### config.mk
export PLATFORM = sky130hd
export DESIGN_NAME = hcrb_top
export DESIGN_NICKNAME = d
export VERILOG_FILES = /design/src/verilog/hcrb_pkg.sv /design/src/verilog/hcrb_top.sv
export SDC_FILE = /design/constraint.sdc
export NUM_CORES = 1
export LEC_CHECK = 0
export BUFFER_PORTS_ARGS = -buffer_cell sky130_fd_sc_hd__buf_2
export CORE_MARGIN = 1.5
export CORE_UTILIZATION = 29
export DETAILED_ROUTE_END_ITERATION = 10
export PLACE_DENSITY = 0.49
export SLEW_MARGIN = 10
export SYNTH_ARGS = -nofsm -noshare
export SYNTH_HDL_FRONTEND = slang
export SYNTH_SLANG_ARGS = --single-unit
### constraint.sdc
create_clock -name i_sys_clk -period 8.14 [get_ports i_sys_clk]
set_input_delay 1.628 -clock i_sys_clk [delete_from_list [all_inputs] [get_ports i_sys_clk]]
set_output_delay 1.628 -clock i_sys_clk [all_outputs]
set_load 0.005 [all_outputs]
### src/verilog/hcrb_pkg.sv
// Constants, types and state layout of the host configuration banks
package hcrb_pkg;

  // ==========================================================
  // Bank numbers and I/O offsets
  localparam logic [5:0] BANK_MAC    = 6'h02;
  localparam logic [5:0] BANK_CFG    = 6'h03;
  localparam logic [5:0] BANK_TX     = 6'h10;
  localparam logic [3:0] OFS_BANKSEL = 4'he;
  localparam logic [3:0] OFS_W0      = 4'h0;
  localparam logic [3:0] OFS_W1      = 4'h2;
  localparam logic [3:0] OFS_W2      = 4'h4;
  localparam logic [3:0] OFS_W3      = 4'h6;
  localparam logic [3:0] OFS_W4      = 4'h8;

  // ==========================================================
  // Field positions
  localparam int EE_EN_BIT    = 4;
  localparam int EE_IN_BIT    = 3;
  localparam int TXM_DONE_BIT = 12;
  localparam int TXM_FAIL_BIT = 11;
  localparam int RXM_DONE_BIT = 4;
  localparam int RXM_FAIL_BIT = 3;
  localparam int TX_PAUSE_BIT = 3;
  localparam int TX_PAD_BIT   = 2;
  localparam int TX_FCS_BIT   = 1;
  localparam int TX_EN_BIT    = 0;

  // ==========================================================
  // Reset and preset values
  localparam logic [5:0]  BANK_RST  = 6'h00;
  localparam logic [15:0] MAC_RST   = 16'h0000;
  localparam logic [1:0]  SPEED_RST = 2'h0;
  localparam logic [1:0]  SPEED_SLOW = 2'h3;

  // ==========================================================
  // EEPROM load sequence
  localparam logic [5:0] EE_MAC_WORD0 = 6'h01;
  localparam logic [5:0] EE_CFG_WORD  = 6'h06;
  localparam logic [2:0] EE_READ_CMD  = 3'h6;
  localparam logic [4:0] EE_CMD_BITS  = 5'd9;
  localparam logic [4:0] EE_LAST_BIT  = 5'd24;
  localparam logic [4:0] EE_GAP_BIT   = 5'd25;
  localparam int EE_HALF_NS  = 500;
  localparam int SYS_CLK_NS  = 10;
  localparam int EE_HALF_CYC = EE_HALF_NS / SYS_CLK_NS;
  localparam logic [7:0] EE_HALF_LAST = 8'(EE_HALF_CYC - 1);
  localparam logic [7:0] STRAP_WAIT   = 8'h08;

  // ==========================================================
  // Types
  typedef enum logic [1:0] {LD_WAIT, LD_BIT, LD_DONE} hcrb_ld_type;

  typedef struct packed {
    logic        cs;
    logic        wr;
    logic        rd;
    logic [3:0]  addr;
    logic [1:0]  be;
    logic [15:0] wdata;
  } hcrb_req_type;

  typedef struct packed {
    logic tx_done;
    logic tx_fail;
    logic rx_done;
    logic rx_fail;
  } hcrb_bist_type;

  typedef struct packed {
    logic [5:0]  bank;
    logic [15:0] mac_lo;
    logic [15:0] mac_mid;
    logic [15:0] mac_hi;
    logic [1:0]  speed;
    logic        ee_sw_en;
    logic [2:0]  ee_ctl;
    logic        soft_rst;
    logic        bus_w16;
    logic [3:0]  tx_ctl;
    logic        tx_run;
    logic        pause_en;
    logic [5:0]  tx_fid;
    logic [15:0] rdata;
    logic        rvalid;
    logic        ee_cs;
    logic        ee_sk;
    logic        ee_do;
    logic        da_match;
    logic [2:0]  di_s;
    logic        di_f;
    logic [2:0]  strap_s;
    logic        strap_f;
    hcrb_ld_type ld_st;
    logic [1:0]  ld_idx;
    logic [4:0]  ld_bit;
    logic        ld_ph;
    logic [7:0]  ld_div;
    logic [15:0] ld_sh;
    logic        ld_busy;
  } hcrb_state_type;

endpackage

### src/verilog/hcrb_top.sv
// Host configuration register banks with EEPROM loader
`timescale 1ns/100ps
// Notes on behaviour
// - Strap high: load MAC from EEPROM word one
// - EEPROM words 1..3 fill low, mid, high
// - MAC writes never touch the EEPROM
// - Stored MAC is our destination address
// - Bytes first-first, bits LSB first on wire
// - Two-bit field selects on-chip bus speed
// - Config bit one presets speed 00 or 11
// - Strap high: fetch config word 6 after the MAC words
// - Enable bit 4 hands pins to software
// - Bit 3 reads EEPROM serial input pin
// - Bits 2-0 drive data, clock, select
// - TX self-test done bit 12, fail 11
// - RX self-test done bit 4, fail 3
// - Soft reset bit resets core, not host bus
// - Bus width bit loaded from config bit 0
// - Pause enable needs switch bit too
// - Pad enable pads frames under 64 bytes
// - CRC enable appends checksum to frames
// - TX enable runs; clear stops after frame
// - Status shows last transmitted frame ID
// - Banks 1, 4-15 reserved except bank select
// - Bank select at 0xE in every bank
module hcrb_top (
  // Clock and reset
  input  wire logic                  i_sys_clk,
  input  wire logic                  i_sys_rst,
  // Host register port
  input  wire hcrb_pkg::hcrb_req_type i_bus_req,
  output logic [15:0]                o_bus_rdata,
  output logic                       o_bus_rvalid,
  // EEPROM pins and strap
  input  wire logic                  i_eeprom_present_strap,
  input  wire logic                  i_eeprom_serial_in_pin,
  output logic                       o_eeprom_serial_out_pin,
  output logic                       o_eeprom_serial_clock_pin,
  output logic                       o_eeprom_chip_select_pin,
  // Core status in
  input  wire hcrb_pkg::hcrb_bist_type i_bist,
  input  wire logic                  i_switch_global_ctrl_three,
  input  wire logic                  i_tx_busy,
  input  wire logic                  i_tx_frame_done,
  input  wire logic [5:0]            i_tx_frame_id,
  input  wire logic                  i_rx_da_valid,
  input  wire logic [47:0]           i_rx_da,
  // Core control out
  output logic [1:0]                 o_internal_bus_speed_sel,
  output logic                       o_core_soft_reset,
  output logic                       o_tx_module_run,
  output logic                       o_tx_pause_generate_enable,
  output logic                       o_tx_short_frame_pad_enable,
  output logic                       o_tx_append_fcs_enable,
  output logic                       o_bus_width_16,
  output logic                       o_da_match,
  output logic                       o_load_busy
);
  import hcrb_pkg::*;

  hcrb_state_type s_r;
  hcrb_state_type s_nxt;

  // ==========================================================
  // Helpers
  function automatic logic [15:0] merge(input logic [15:0] old,
                                        input logic [15:0] wd,
                                        input logic [1:0]  be);
    merge = {be[1] ? wd[15:8] : old[15:8], be[0] ? wd[7:0] : old[7:0]};
  endfunction

  // Wire order: first byte (mac_lo[7:0]) in [47:40], last byte in [7:0]
  function automatic logic [47:0] wire_addr(input hcrb_state_type s);
    wire_addr = {s.mac_lo[7:0], s.mac_lo[15:8], s.mac_mid[7:0],
                 s.mac_mid[15:8], s.mac_hi[7:0], s.mac_hi[15:8]};
  endfunction

  function automatic logic ee_cmd_bit(input logic [1:0] idx,
                                      input logic [4:0] bitn);
    logic [8:0] cmd;
    logic [5:0] wa;
    wa  = (idx == 2'd3) ? EE_CFG_WORD : EE_MAC_WORD0 + 6'(idx);
    cmd = {EE_READ_CMD, wa};
    ee_cmd_bit = cmd[4'(5'd8 - bitn)];
  endfunction

  function automatic logic [15:0] rd_word(input hcrb_state_type s,
                                          input logic [3:0] a,
                                          input hcrb_bist_type b);
    rd_word = 16'h0000;
    if (a == OFS_BANKSEL) begin
      rd_word = {10'h000, s.bank};
    end else if (s.bank == BANK_MAC) begin
      if (a == OFS_W0) rd_word = s.mac_lo;
      else if (a == OFS_W1) rd_word = s.mac_mid;
      else if (a == OFS_W2) rd_word = s.mac_hi;
    end else if (s.bank == BANK_CFG) begin
      if (a == OFS_W0) begin
        rd_word = {14'h0000, s.speed};
      end else if (a == OFS_W1) begin
        rd_word[EE_EN_BIT] = s.ee_sw_en;
        rd_word[EE_IN_BIT] = s.di_f;
        rd_word[2:0] = s.ee_ctl;
      end else if (a == OFS_W2) begin
        rd_word[TXM_DONE_BIT] = b.tx_done;
        rd_word[TXM_FAIL_BIT] = b.tx_fail;
        rd_word[RXM_DONE_BIT] = b.rx_done;
        rd_word[RXM_FAIL_BIT] = b.rx_fail;
      end else if (a == OFS_W3) begin
        rd_word[0] = s.soft_rst;
      end else if (a == OFS_W4) begin
        rd_word[0] = s.bus_w16;
      end
    end else if (s.bank == BANK_TX) begin
      if (a == OFS_W0) rd_word = {12'h000, s.tx_ctl};
      else if (a == OFS_W1) rd_word = {10'h000, s.tx_fid};
    end
    // Other banks read zero
  endfunction

  // ==========================================================
  // Next state
  always_comb begin
    logic [15:0] w;
    logic        wr;
    s_nxt = s_r;
    w  = {s_r.ld_sh[14:0], s_r.di_f};
    wr = i_bus_req.cs & i_bus_req.wr;
    s_nxt.rvalid = 1'b0;
    s_nxt.di_s = {s_r.di_s[1:0], i_eeprom_serial_in_pin};
    if (s_r.di_s[1] == s_r.di_s[2]) s_nxt.di_f = s_r.di_s[2];
    s_nxt.strap_s = {s_r.strap_s[1:0], i_eeprom_present_strap};
    if (s_r.strap_s[1] == s_r.strap_s[2]) s_nxt.strap_f = s_r.strap_s[2];

    // Host writes; loader below wins on a collision
    if (wr) begin
      if (i_bus_req.addr == OFS_BANKSEL) begin
        s_nxt.bank = 6'(merge({10'h000, s_r.bank}, i_bus_req.wdata,
                              i_bus_req.be));
      end else if (s_r.bank == BANK_MAC) begin
        // Register only; EEPROM never written back
        if (i_bus_req.addr == OFS_W0)
          s_nxt.mac_lo = merge(s_r.mac_lo, i_bus_req.wdata, i_bus_req.be);
        else if (i_bus_req.addr == OFS_W1)
          s_nxt.mac_mid = merge(s_r.mac_mid, i_bus_req.wdata, i_bus_req.be);
        else if (i_bus_req.addr == OFS_W2)
          s_nxt.mac_hi = merge(s_r.mac_hi, i_bus_req.wdata, i_bus_req.be);
      end else if (s_r.bank == BANK_CFG && i_bus_req.be[0]) begin
        if (i_bus_req.addr == OFS_W0) begin
          s_nxt.speed = i_bus_req.wdata[1:0];
        end else if (i_bus_req.addr == OFS_W1) begin
          s_nxt.ee_sw_en = i_bus_req.wdata[EE_EN_BIT];
          s_nxt.ee_ctl = i_bus_req.wdata[2:0];
        end else if (i_bus_req.addr == OFS_W3) begin
          s_nxt.soft_rst = i_bus_req.wdata[0];
        end
      end else if (s_r.bank == BANK_TX && i_bus_req.be[0]) begin
        if (i_bus_req.addr == OFS_W0)
          s_nxt.tx_ctl = i_bus_req.wdata[3:0];
      end
      // Reserved locations ignore writes
    end
    if (i_bus_req.cs && i_bus_req.rd) begin
      s_nxt.rdata = rd_word(s_r, i_bus_req.addr, i_bist);
      s_nxt.rvalid = 1'b1;
    end

    // EEPROM loader after reset
    case (s_r.ld_st)
      LD_WAIT: begin
        s_nxt.ld_div = s_r.ld_div + 8'h01;
        if (s_r.ld_div == STRAP_WAIT) begin
          s_nxt.ld_div = 8'h00;
          if (s_r.strap_f) begin
            s_nxt.ld_st = LD_BIT;
            s_nxt.ld_busy = 1'b1;
          end else begin
            s_nxt.ld_st = LD_DONE;
          end
        end
      end
      LD_BIT: begin
        s_nxt.ld_div = s_r.ld_div + 8'h01;
        if (s_r.ld_div == EE_HALF_LAST) begin
          s_nxt.ld_div = 8'h00;
          s_nxt.ld_ph = ~s_r.ld_ph;
          if (s_r.ld_ph) begin
            s_nxt.ld_bit = s_r.ld_bit + 5'd1;
            if (s_r.ld_bit >= EE_CMD_BITS && s_r.ld_bit <= EE_LAST_BIT)
              s_nxt.ld_sh = w;
            if (s_r.ld_bit == EE_LAST_BIT) begin
              case (s_r.ld_idx)
                2'd0: s_nxt.mac_lo = w;
                2'd1: s_nxt.mac_mid = w;
                2'd2: s_nxt.mac_hi = w;
                default: begin
                  s_nxt.speed = w[1] ? SPEED_SLOW : SPEED_RST;
                  s_nxt.bus_w16 = w[0];
                end
              endcase
            end
            if (s_r.ld_bit == EE_GAP_BIT) begin
              s_nxt.ld_bit = 5'd0;
              s_nxt.ld_idx = s_r.ld_idx + 2'd1;
              if (s_r.ld_idx == 2'd3) begin
                s_nxt.ld_st = LD_DONE;
                s_nxt.ld_busy = 1'b0;
              end
            end
          end
        end
      end
      default: begin
        s_nxt.ld_st = LD_DONE;
      end
    endcase

    // Pin ownership: loader, then software, else idle
    if (s_nxt.ld_busy) begin
      s_nxt.ee_cs = s_nxt.ld_bit != EE_GAP_BIT;
      s_nxt.ee_sk = s_nxt.ld_ph && s_nxt.ld_bit != EE_GAP_BIT;
      s_nxt.ee_do = (s_nxt.ld_bit < EE_CMD_BITS) &&
                    ee_cmd_bit(s_nxt.ld_idx, s_nxt.ld_bit);
    end else if (s_nxt.ee_sw_en) begin
      s_nxt.ee_do = s_nxt.ee_ctl[2];
      s_nxt.ee_sk = s_nxt.ee_ctl[1];
      s_nxt.ee_cs = s_nxt.ee_ctl[0];
    end else begin
      s_nxt.ee_do = 1'b0;
      s_nxt.ee_sk = 1'b0;
      s_nxt.ee_cs = 1'b0;
    end

    // Transmit control
    if (i_tx_frame_done) s_nxt.tx_fid = i_tx_frame_id;
    if (s_nxt.soft_rst) begin
      s_nxt.tx_run = 1'b0;
    end else if (s_nxt.tx_ctl[TX_EN_BIT]) begin
      s_nxt.tx_run = 1'b1;
    end else if (!i_tx_busy) begin
      s_nxt.tx_run = 1'b0;
    end
    s_nxt.pause_en = s_nxt.tx_ctl[TX_PAUSE_BIT] &
                     i_switch_global_ctrl_three;
    s_nxt.da_match = i_rx_da_valid && (i_rx_da == wire_addr(s_r));
  end

  // ==========================================================
  // State register
  always_ff @(posedge i_sys_clk or posedge i_sys_rst) begin
    if (i_sys_rst) begin
      s_r <= '0;
      s_r.ld_st <= LD_WAIT;
    end else begin
      s_r <= s_nxt;
    end
  end

  // ==========================================================
  // Outputs
  assign o_bus_rdata = s_r.rdata;
  assign o_bus_rvalid = s_r.rvalid;
  assign o_eeprom_serial_out_pin = s_r.ee_do;
  assign o_eeprom_serial_clock_pin = s_r.ee_sk;
  assign o_eeprom_chip_select_pin = s_r.ee_cs;
  assign o_internal_bus_speed_sel = s_r.speed;
  assign o_core_soft_reset = s_r.soft_rst;
  assign o_tx_module_run = s_r.tx_run;
  assign o_tx_pause_generate_enable = s_r.pause_en;
  assign o_tx_short_frame_pad_enable = s_r.tx_ctl[TX_PAD_BIT];
  assign o_tx_append_fcs_enable = s_r.tx_ctl[TX_FCS_BIT];
  assign o_bus_width_16 = s_r.bus_w16;
  assign o_da_match = s_r.da_match;
  assign o_load_busy = s_r.ld_busy;

  // Strobes seen by the checks
  logic cfg_wr;
  logic ld_store;
  assign cfg_wr = i_bus_req.cs & i_bus_req.wr & i_bus_req.be[0] &
                  (s_r.bank == BANK_CFG);
  assign ld_store = s_r.ld_st == LD_BIT && s_r.ld_ph &&
                    s_r.ld_div == EE_HALF_LAST && s_r.ld_bit == EE_LAST_BIT;
endmodule

==> reports/metrics.csv, run 1 <==
metric,value,unit
clock-sinks,137,
yosys.area.top_type,dfrtp_1,
antenna_found_initial,0,
clock_skew,11.6,ps
clkTransAtPathRegs,70,ps
maxSlewHeadroom,22.1,%
synth_area,0.00744,mm^2
timing.final.hold_violations,0,
worstMarginPinSlew,1170,ps
p_int,1.24,mW
clockBufferDepth,2,
overflow,0,
async_flop_share,100,%
dr.pass1.iters,6,
die_h,163,um
die_w,163,um
fin_crit_sh,44.9,%
hold_path.class,flop to flop,
min_from,s_nxt[37]$_DFF_PP0_,
area_growth,18.6,%
layout_min_cycle_time,3660,ps
synth_top_family_by_area,simple AND/OR/NAND/NOR gates,
postRouteAntennaNets,0,
post_drt_wl_per_cell,18.6,um
tns,0,ps
timing.rr.end,o_eeprom_serial_out_pin$_DFF_PP0_,
synth_compound_area_share,13.9,%
gp_congestion,0.828,
worst_setup_path_start_kind,flop,
seqPwrFrac,44.1,%
drt_iter0_markers,454,
crit_required,8480,ps
p_per_area,197,mW/mm^2
end_kind,flop,
rsz0062_at_grt,no,
cp_max_fo,10,
drive_gt1_share,25.1,%
yosysSeqAreaShare,46.1,%
routed_via_density,5.11,
ir_drop,0.139,mV
grt.total_usage,16.9,%
cts_tree,yes,
synth-warning-count,0,
syn_avg_cell_area,10.2,um^2
grt_max_degree,77,
synthSimpleGateAreaFrac,14.2,%
grt_pass1_vias,5887,
swShare,28.9,%
synthMuxAreaShare,12.9,%
grt_first_pass_wirelength,34100,um
reg2reg_slack,4480,ps
synth-edff-count,0,
ys_ff_latch,137,
nNetsFinal,924,
worst_ep_arrival_time,3990,ps
setup.worst_path.start,s_r[18]$_DFFE_PP0N_,
r2r-start,s_r[18]$_DFFE_PP0N_,
die-area,0.0266,mm^2
core,0.0252,mm^2
synth_area_leaders,"dfrtp_1, mux2i_1, mux2_2, xnor2_1, a21oi_1",
htreeDepth,4,
synth_xor_area_share,5.30,%
start_util,29.5,%
n_antenna_cell,0,
crit_type,flop to flop,
drc,0,
ios,121,
rr_worst_depth,13,
p_clk_share,44.7,%
synth_top_area_share,46.1,%
dp_hpwl,16000,um
synthFlopType,dfrtp_1,
layout_setup_ws,4480,ps
p_leak,3.89,nW
preCtsSetupSlack,4350,ps
root_buffer,clkbuf_16,
setup_violations,0,
switchingPower,0.502,mW
drv_slew,0,
numPortBuffers,120,
synth.distinct_cells,63,
num_vias,5938,
crit_end,o_eeprom_serial_out_pin$_DFF_PP0_,
cap_violations,0,
fmax,273,MHz
status,"complete, no violations",
syn-num-nets,831,
holdBufCountCts,0,
numCtsBuffers,17,
cts_resized,0,
syn_inst,726,
post_cts_buffers,0,
p_comb_share,11.2,%
rows,58,
synthAdderAreaFrac,2.62,%
drt-total-wl,21700,um
clock_latency,430,ps
## power by group through the flow
stage	Combinational, mW	Sequential, mW	Clock, mW
3_5_place_dp	0.196	0.779	0
6_report	0.195	0.767	0.777
5_1_grt	0.219	0.773	0.826
3_3_place_gp	0.196	0.779	0
4_1_cts	0.197	0.766	0.795
2_1_floorplan	0.141	0.757	0
## critical path: stages, from the launching register on
cell and delay, ps:
dfrtp_1 410, inv_1 100, ha_1 170, nand4b_1 370
nor3_1 480, and3_1 220, a21oi_1 80, ha_1 370
or4bb_1 480, nor4_1 160, o21ai_0 130, o211ai_1 250
a311oi_2 140, o22ai_1 200
## flip-flops by register name, summed over array words and instances (netlist names)
signal                       flops
o_bus_rdata                     16
o_bus_rvalid                     1
o_bus_width_16                   1
o_core_soft_reset                1
o_da_match                       1
o_eeprom_chip_select_pin         1
o_eeprom_serial_clock_pin        1
o_eeprom_serial_out_pin          1
o_internal_bus_speed_sel         2
o_load_busy                      1
o_tx_append_fcs_enable           1
o_tx_module_run                  1
o_tx_pause_generate_enable       1
o_tx_short_frame_pad_enable      1
s_nxt                            4
s_r                            103
## cells in the final DEF, fill, tap and decap left out, types with 3 or more instances in the layout
cell type	instances
nand3_1	14
mux2i_1	54
nor3_1	14
inv_8	4
a222oi_1	17
o31ai_1	10
a21oi_1	62
clkbuf_16	17
and4b_1	3
inv_1	21
a221oi_1	8
buf_2	120
o41ai_1	3
nor2b_1	5
dfrtp_1	137
o22ai_1	5
nand3b_1	3
nand2b_1	6
mux2_2	37
a31oi_1	5
inv_6	7
or3_1	3
xor2_1	5
o21ai_0	15
o211ai_1	4
a22oi_1	4
buf_4	7
nor4_1	6
xnor2_1	40
nor2_2	3
nor2_1	74
nand2_1	33
nand4b_1	6
ha_1	14
nand4_1	19
## Yosys cell counts, drive strengths merged (5+ instances only)
library cell	n
a221oi	8
clkbuf	31
nor2	77
nor4	8
nand2b	6
a21oi	62
nand4b	6
mux2i	54
a222oi	17
nand3	14
o31ai	10
ha	14
buf	22
mux2	37
nor2b	5
inv	22
a31oi	5
dfrtp	137
xor2	5
o21ai	16
nor3	16
o22ai	5
xnor2	40
nand4	19
nand2	33
## layer usage
| metal | global-route usage (%) | wire length, um |
|---|---|---|
| met1 | 21.9 | 9750 |
| met2 | 27.8 | 10200 |
| met3 | 3.40 | 1190 |
| met4 | 5.96 | 507 |
| met5 | 0 | 0 |
## metrics by stage
stage / power, mW / instance area [um^2] / instances / hold WS, ps / util (%)
global placement: 0.974 / 8240 / 1130 / 333 / 32.7
floorplan: 0.898 / 7440 / 726 / 331 / -
CTS: 1.76 / 8820 / 1162 / 357 / 35.0
finish: 1.74 / 8820 / 1162 / 353 / 35.0
detailed placement: 0.975 / 8240 / 1130 / 340 / 32.7
global route: 1.82 / 8820 / 1162 / 365 / 35.0
## worst min-delay path by stage
stage                                     end  slack, ps  cells past startpoint
final                     s_nxt[38]$_DFF_PP0_        350                      0
after global routing      s_nxt[42]$_DFF_PP0_        370                      0
after CTS                 s_nxt[38]$_DFF_PP0_        360                      0
after detailed placement  s_nxt[38]$_DFF_PP0_        340                      0
after global placement    s_nxt[38]$_DFF_PP0_        330                      0
after floorplan           s_nxt[38]$_DFF_PP0_        330                      0
## area by class of cell
class,count,area (um^2)
clock buffer,17,425
tap,330,413
fill,2532,16400
multi-input combinational,513,3650
inverter,23,91.3
clock inverter,15,156
sequential,137,3430
timing repair buffer,127,653
## kinds of logic (layout without fill, tap and decap cells)
kind of cell,Yosys count,in the layout
muxes,91,91
buffers and inverters,76,182
xor gates and xnor gates,45,45
DFF,137,137
and+or+nand+nor,207,207
AOI/OAI and AO/OA,154,154
adders and majority gates,16,16
Power figures use the tool's default switching activity.
==> run 2: changes to the inputs <==
==> constraint.sdc (replaced) <==
create_clock -name i_sys_clk -period 3.8 [get_ports i_sys_clk]
set_input_delay 0.76 -clock i_sys_clk [delete_from_list [all_inputs] [get_ports i_sys_clk]]
set_output_delay 0.76 -clock i_sys_clk [all_outputs]
set_load 0.005 [all_outputs]
==> reports/metrics.csv, run 2 (same netlist as run 1, synthesis figures left out) <==
metric,value,unit,change
status,"complete, no violations",,unchanged
fin_crit_sh,89.8,%,was 44.9%
antenna_found_initial,0,,unchanged
crit_required,4130,ps,was 8480 ps
p_leak,3.96,nW,was 3.89 nW
cap_violations,0,,unchanged
p_total,3.73,mW,was 1.74 mW
ios,121,,unchanged
start_util,29.5,%,unchanged
swShare,29.6,%,was 28.9%
grt.total_usage,16.8,%,was 16.9%
final_common_cell,dfrtp_1,,unchanged
rsz0062_at_grt,no,,unchanged
grt_first_pass_wirelength,33600,um,was 34100 um
die_h,163,um,unchanged
largest_register,s_r,,unchanged
die-area,0.0266,mm^2,unchanged
numCtsBuffers,17,,unchanged
numPortBuffers,120,,unchanged
routed_via_density,5.07,,was 5.11
layout_common_cells,"dfrtp_1, buf_2, nor2_1",,unchanged
dpl_cell_area,0.00835,mm^2,was 0.00824 mm^2
clock-sinks,137,,unchanged
setup.worst_path.start,s_r[26]$_DFF_PP0_,,was s_r[18]$_DFFE_PP0N_
cts_resized,0,,unchanged
end_kind,flop,,unchanged
switchingPower,1.10,mW,was 0.502 mW
num-fill-cells,2586,,was 2532
worst_setup_path_start_kind,flop,,unchanged
tns,0,ps,unchanged
root_buffer,clkbuf_16,,unchanged
dp_hpwl,16300,um,was 16000 um
cp_max_fo,11,,was 10
dp.cells,1143,,was 1130
cts_tree,yes,,unchanged
dr.pass1.iters,8,,was 6
drv_slew,0,,unchanged
p_per_area,417,mW/mm^2,was 197 mW/mm^2
clock_skew,21.8,ps,was 11.6 ps
num_vias,5959,,was 5938
rows,58,,unchanged
setup_violations,0,,unchanged
overflow,0,,unchanged
worstMarginPinSlew,925,ps,was 1170 ps
timing.final.hold_violations,0,,unchanged
maxSlewHeadroom,38.3,%,was 22.1%
multi_input_comb_area,0.00365,mm^2,unchanged
clock_latency,430,ps,about the same
htreeDepth,4,,unchanged
p_clk_share,44.7,%,about the same
largest_reg_flops,103,,unchanged
clkTransAtPathRegs,70,ps,about the same
drive_gt1_share,26.3,%,was 25.1%
r2r-start,s_r[26]$_DFF_PP0_,,was s_r[18]$_DFFE_PP0N_
p_int,2.62,mW,was 1.24 mW
ir_drop,0.247,mV,was 0.139 mV
die_w,163,um,unchanged
stdcell_count,1175,,was 1162
gp_congestion,0.852,,was 0.828
fmax,293,MHz,was 273 MHz
post_drt_wl_per_cell,18.6,um,about the same
final-seq-area,0.00343,mm^2,unchanged
hold_path.class,flop to flop,,unchanged
crit_type,flop to flop,,unchanged
postRouteAntennaNets,0,,unchanged
core,0.0252,mm^2,unchanged
drc,0,,unchanged
clockBufferDepth,2,,unchanged
min_from,s_nxt[41]$_DFF_PP0_,,was s_nxt[37]$_DFF_PP0_
layout_min_cycle_time,3410,ps,was 3660 ps
final_cell_area,0.00894,mm^2,was 0.00882 mm^2
grt_pass1_vias,5812,,was 5887
holdBufCountCts,0,,unchanged
p_comb_share,11.5,%,was 11.2%
drt_iter0_markers,383,,was 454
seqPwrFrac,43.9,%,was 44.1%
grt_max_degree,51,,was 77
n_antenna_cell,0,,unchanged
drt-total-wl,21800,um,was 21700 um
nNetsFinal,937,,was 924
worst_ep_arrival_time,3740,ps,was 3990 ps
area_growth,20.2,%,was 18.6%
post_cts_buffers,0,,unchanged
## run 2: metal layers
metal / routed length [um] / track usage (%)
met5: 0 / 0
met3: 1200 / 3.12
met2: 10900 / 28.9
met4: 274 / 4.75
met1: 9480 / 21.4
## run 2: through the flow
| step | hold WS, ps | worst slack, ps | util [%] |
|---|---|---|---|
| 6_report | 355 | 389 | 35.5 |
| 3_3_place_gp | 336 | 479 | 33.2 |
| 4_1_cts | 352 | 481 | 35.5 |
| 3_5_place_dp | 336 | 504 | 33.2 |
| 5_1_grt | 363 | 196 | 35.5 |
| 2_1_floorplan | 331 | 711 | - |
## run 2: layout make-up
cell class                 instances  area share [%]
tap                              330            4.62
multi-input combinational        513            40.9
clock buffer                      18            4.91
timing repair buffer             140            8.54
clock inverter                    14            1.65
inverter                          23            1.01
sequential                       137            38.4
## run 2: path summary, 6_finish.rpt
path                       cells after the start  slack [ps]                                 to
min in group asynchronous                      2         540                 s_r[2]$_DFFE_PP0P_
setup reg to reg                              11         390  o_eeprom_serial_out_pin$_DFF_PP0_
setup / recovery                              11         390  o_eeprom_serial_out_pin$_DFF_PP0_
hold / removal                                 0         360                s_nxt[42]$_DFF_PP0_
max in group asynchronous                      3        2400                 s_r[113]$_DFF_PP0_
hold reg to reg                                0         360                s_nxt[42]$_DFF_PP0_
## run 2: power groups by stage
| stage | Sequential [mW] | Combinational [mW] | Clock [mW] |
|---|---|---|---|
| finish | 1.63 | 0.427 | 1.66 |
| global route | 1.65 | 0.481 | 1.77 |
| CTS | 1.64 | 0.433 | 1.70 |
| detailed placement | 1.66 | 0.431 | 0 |
| global placement | 1.66 | 0.427 | 0 |
| floorplan | 1.62 | 0.303 | 0 |
## run 2: worst max-delay path, stage by stage, from the launching register on
cell and delay, ps:
dfrtp_1 550, ha_1 290, nand4b_1 250, and3_1 260, a21oi_1 320, ha_1 340
or4bb_1 480, nor4_1 180, o21ai_0 130, o211ai_1 210, a311oi_2 120, o22ai_1 180
==> run 3: changes to the inputs <==
--- a/config.mk
+++ b/config.mk
@@ -7,9 +7,9 @@
 export LEC_CHECK = 0
 export BUFFER_PORTS_ARGS = -buffer_cell sky130_fd_sc_hd__buf_2
 export CORE_MARGIN = 1.5
-export CORE_UTILIZATION = 29
+export CORE_UTILIZATION = 51
 export DETAILED_ROUTE_END_ITERATION = 10
-export PLACE_DENSITY = 0.49
+export PLACE_DENSITY = 0.75
 export SLEW_MARGIN = 10
 export SYNTH_ARGS = -nofsm -noshare
 export SYNTH_HDL_FRONTEND = slang
==> reports/metrics.csv, run 3 (same netlist as run 1, synthesis figures left out) <==
metric,value,unit,change
multi_input_comb_area,0.00365,mm^2,unchanged
root_buffer,clkbuf_16,,unchanged
tns,0,ps,unchanged
clockBufferDepth,2,,unchanged
die_h,124,um,was 163 um
grt_first_pass_wirelength,32300,um,was 33600 um
end_kind,flop,,unchanged
status,"complete, no violations",,unchanged
nNetsFinal,936,,was 937
p_leak,3.93,nW,was 3.96 nW
crit_required,4130,ps,about the same
holdBufCountCts,0,,unchanged
crit_type,flop to flop,,unchanged
layout_common_cells,"dfrtp_1, buf_2, nor2_1",,unchanged
largest_reg_flops,103,,unchanged
r2r-start,s_r[34]$_DFFE_PP0P_,,was s_r[26]$_DFF_PP0_
postRouteAntennaNets,0,,unchanged
post_cts_buffers,0,,unchanged
cp_slowest_cell,dfrtp_1,,unchanged
stdcell_count,1024,,was 1175
path_buf_inv,0,,unchanged
dp.cells,992,,was 1143
clkTransAtPathRegs,60,ps,was 70 ps
start_util,53.0,%,was 29.5%
fmax,293,MHz,about the same
worst_ep_arrival_time,3740,ps,about the same
core,0.0140,mm^2,was 0.0252 mm^2
setup.worst_path.start,s_r[34]$_DFFE_PP0P_,,was s_r[26]$_DFF_PP0_
antenna_found_initial,0,,unchanged
cp_max_fo,16,,was 11
numPortBuffers,120,,unchanged
grt_pass1_vias,6070,,was 5812
die_w,124,um,was 163 um
routed_via_density,6.09,,was 5.07
num_vias,6232,,was 5959
final_common_cell,dfrtp_1,,unchanged
htreeDepth,4,,unchanged
clock-sinks,137,,unchanged
maxSlewHeadroom,34.6,%,was 38.3%
p_per_area,429,mW/mm^2,was 417 mW/mm^2
ir_drop,0.352,mV,was 0.247 mV
drive_gt1_share,26.1,%,was 26.3%
grt.total_usage,27.8,%,was 16.8%
die-area,0.0153,mm^2,was 0.0266 mm^2
gp_congestion,1.00,,was 0.852
cap_violations,0,,unchanged
cts_resized,0,,unchanged
ios,121,,unchanged
dp_hpwl,14900,um,was 16300 um
worst_setup_path_start_kind,flop,,unchanged
drc,0,,unchanged
drt-total-wl,20500,um,was 21800 um
hold-worst-slack,347,ps,was 355 ps
overflow,0,,unchanged
num-fill-cells,1109,,was 2586
n_antenna_cell,0,,unchanged
final_cell_area,0.00874,mm^2,was 0.00894 mm^2
clock_skew,7.08,ps,was 21.8 ps
fin_crit_sh,89.8,%,about the same
min_from,s_nxt[41]$_DFF_PP0_,,unchanged
dpl_cell_area,0.00814,mm^2,was 0.00835 mm^2
drt_iter0_markers,675,,was 383
slowest_delay,540,ps,was 550 ps
final-seq-area,0.00343,mm^2,unchanged
numCtsBuffers,17,,unchanged
hold_path.class,flop to flop,,unchanged
worstMarginPinSlew,979,ps,was 925 ps
rsz0062_at_grt,no,,unchanged
area_growth,17.6,%,was 20.2%
path_cells,nand3b_1 > nor3_1 > and3_1 > a21oi_1 > ha_1 > or4bb_1 > nor4_1 > o21ai_0 > o211ai_1 > a311oi_2 > o22ai_1,,was ha_1 > nand4b_1 > and3_1 > a21oi_1 > ha_1 > or4bb_1 > nor4_1 > o21ai_0 > o211ai_1 > a311oi_2 > o22ai_1
layout_min_cycle_time,3410,ps,about the same
setup_violations,0,,unchanged
drv_slew,0,,unchanged
post_drt_wl_per_cell,20.0,um,was 18.6 um
rows,43,,was 58
clock_latency,420,ps,was 430 ps
dr.pass1.iters,7,,was 8
path_delay_family,simple AND/OR/NAND/NOR gates,,unchanged
timing.final.hold_violations,0,,unchanged
largest_register,s_r,,unchanged
grt_max_degree,44,,was 51
cts_tree,yes,,unchanged
p_total,3.75,mW,was 3.73 mW
[run 3: changes by cell type in the layout (fill, tap and decap cells not counted), sizes merged]
cell / previous run / this run
clkinv: 4 / 7
inv: 32 / 22
buf: 140 / 139
bufinv: 0 / 3
clkinvlp: 1 / 5
[run 3: where the power goes]
group	leakage [nW]	switching, mW	internal, mW
logic	2.07	0.249	0.192
registers	1.58	0.0988	1.54
clock network	0.282	0.641	1.03
total	3.93	0.989	2.77
[run 3: final timing paths]
kind                                                     end  slack [ps]  cells after the start
hold reg to reg                          s_nxt[42]$_DFF_PP0_         350                      0
max in group asynchronous                 s_r[108]$_DFF_PP0_        2470                      3
setup reg to reg           o_eeprom_serial_out_pin$_DFF_PP0_         390                     11
min in group asynchronous                 s_r[129]$_DFF_PP0_         550                      2
hold / removal                           s_nxt[42]$_DFF_PP0_         350                      0
setup / recovery           o_eeprom_serial_out_pin$_DFF_PP0_         390                     11
[run 3: layout make-up]
cell class / instances / share of cell area [%]
clock buffer: 18 / 4.91
timing repair buffer: 139 / 8.50
sequential: 137 / 39.2
multi-input combinational: 513 / 41.8
inverter: 23 / 1.03
clock inverter: 14 / 1.99
tap: 180 / 2.58
[run 3: metal layers]
layer | vias up | wire, um | track usage, %
met4 | 0 | 673 | 11.6
li1 | 2863 | - | -
met5 | - | 0 | 0
met2 | 324 | 9830 | 45.6
met1 | 3002 | 8400 | 35.6
met3 | 43 | 1560 | 6.32
[run 3: metrics by stage]
stage	utilization (%)	setup WS, ps
2_1_floorplan	-	711
3_3_place_gp	58.0	519
3_5_place_dp	58.0	438
4_1_cts	62.3	414
5_1_grt	62.3	177
6_report	62.3	387
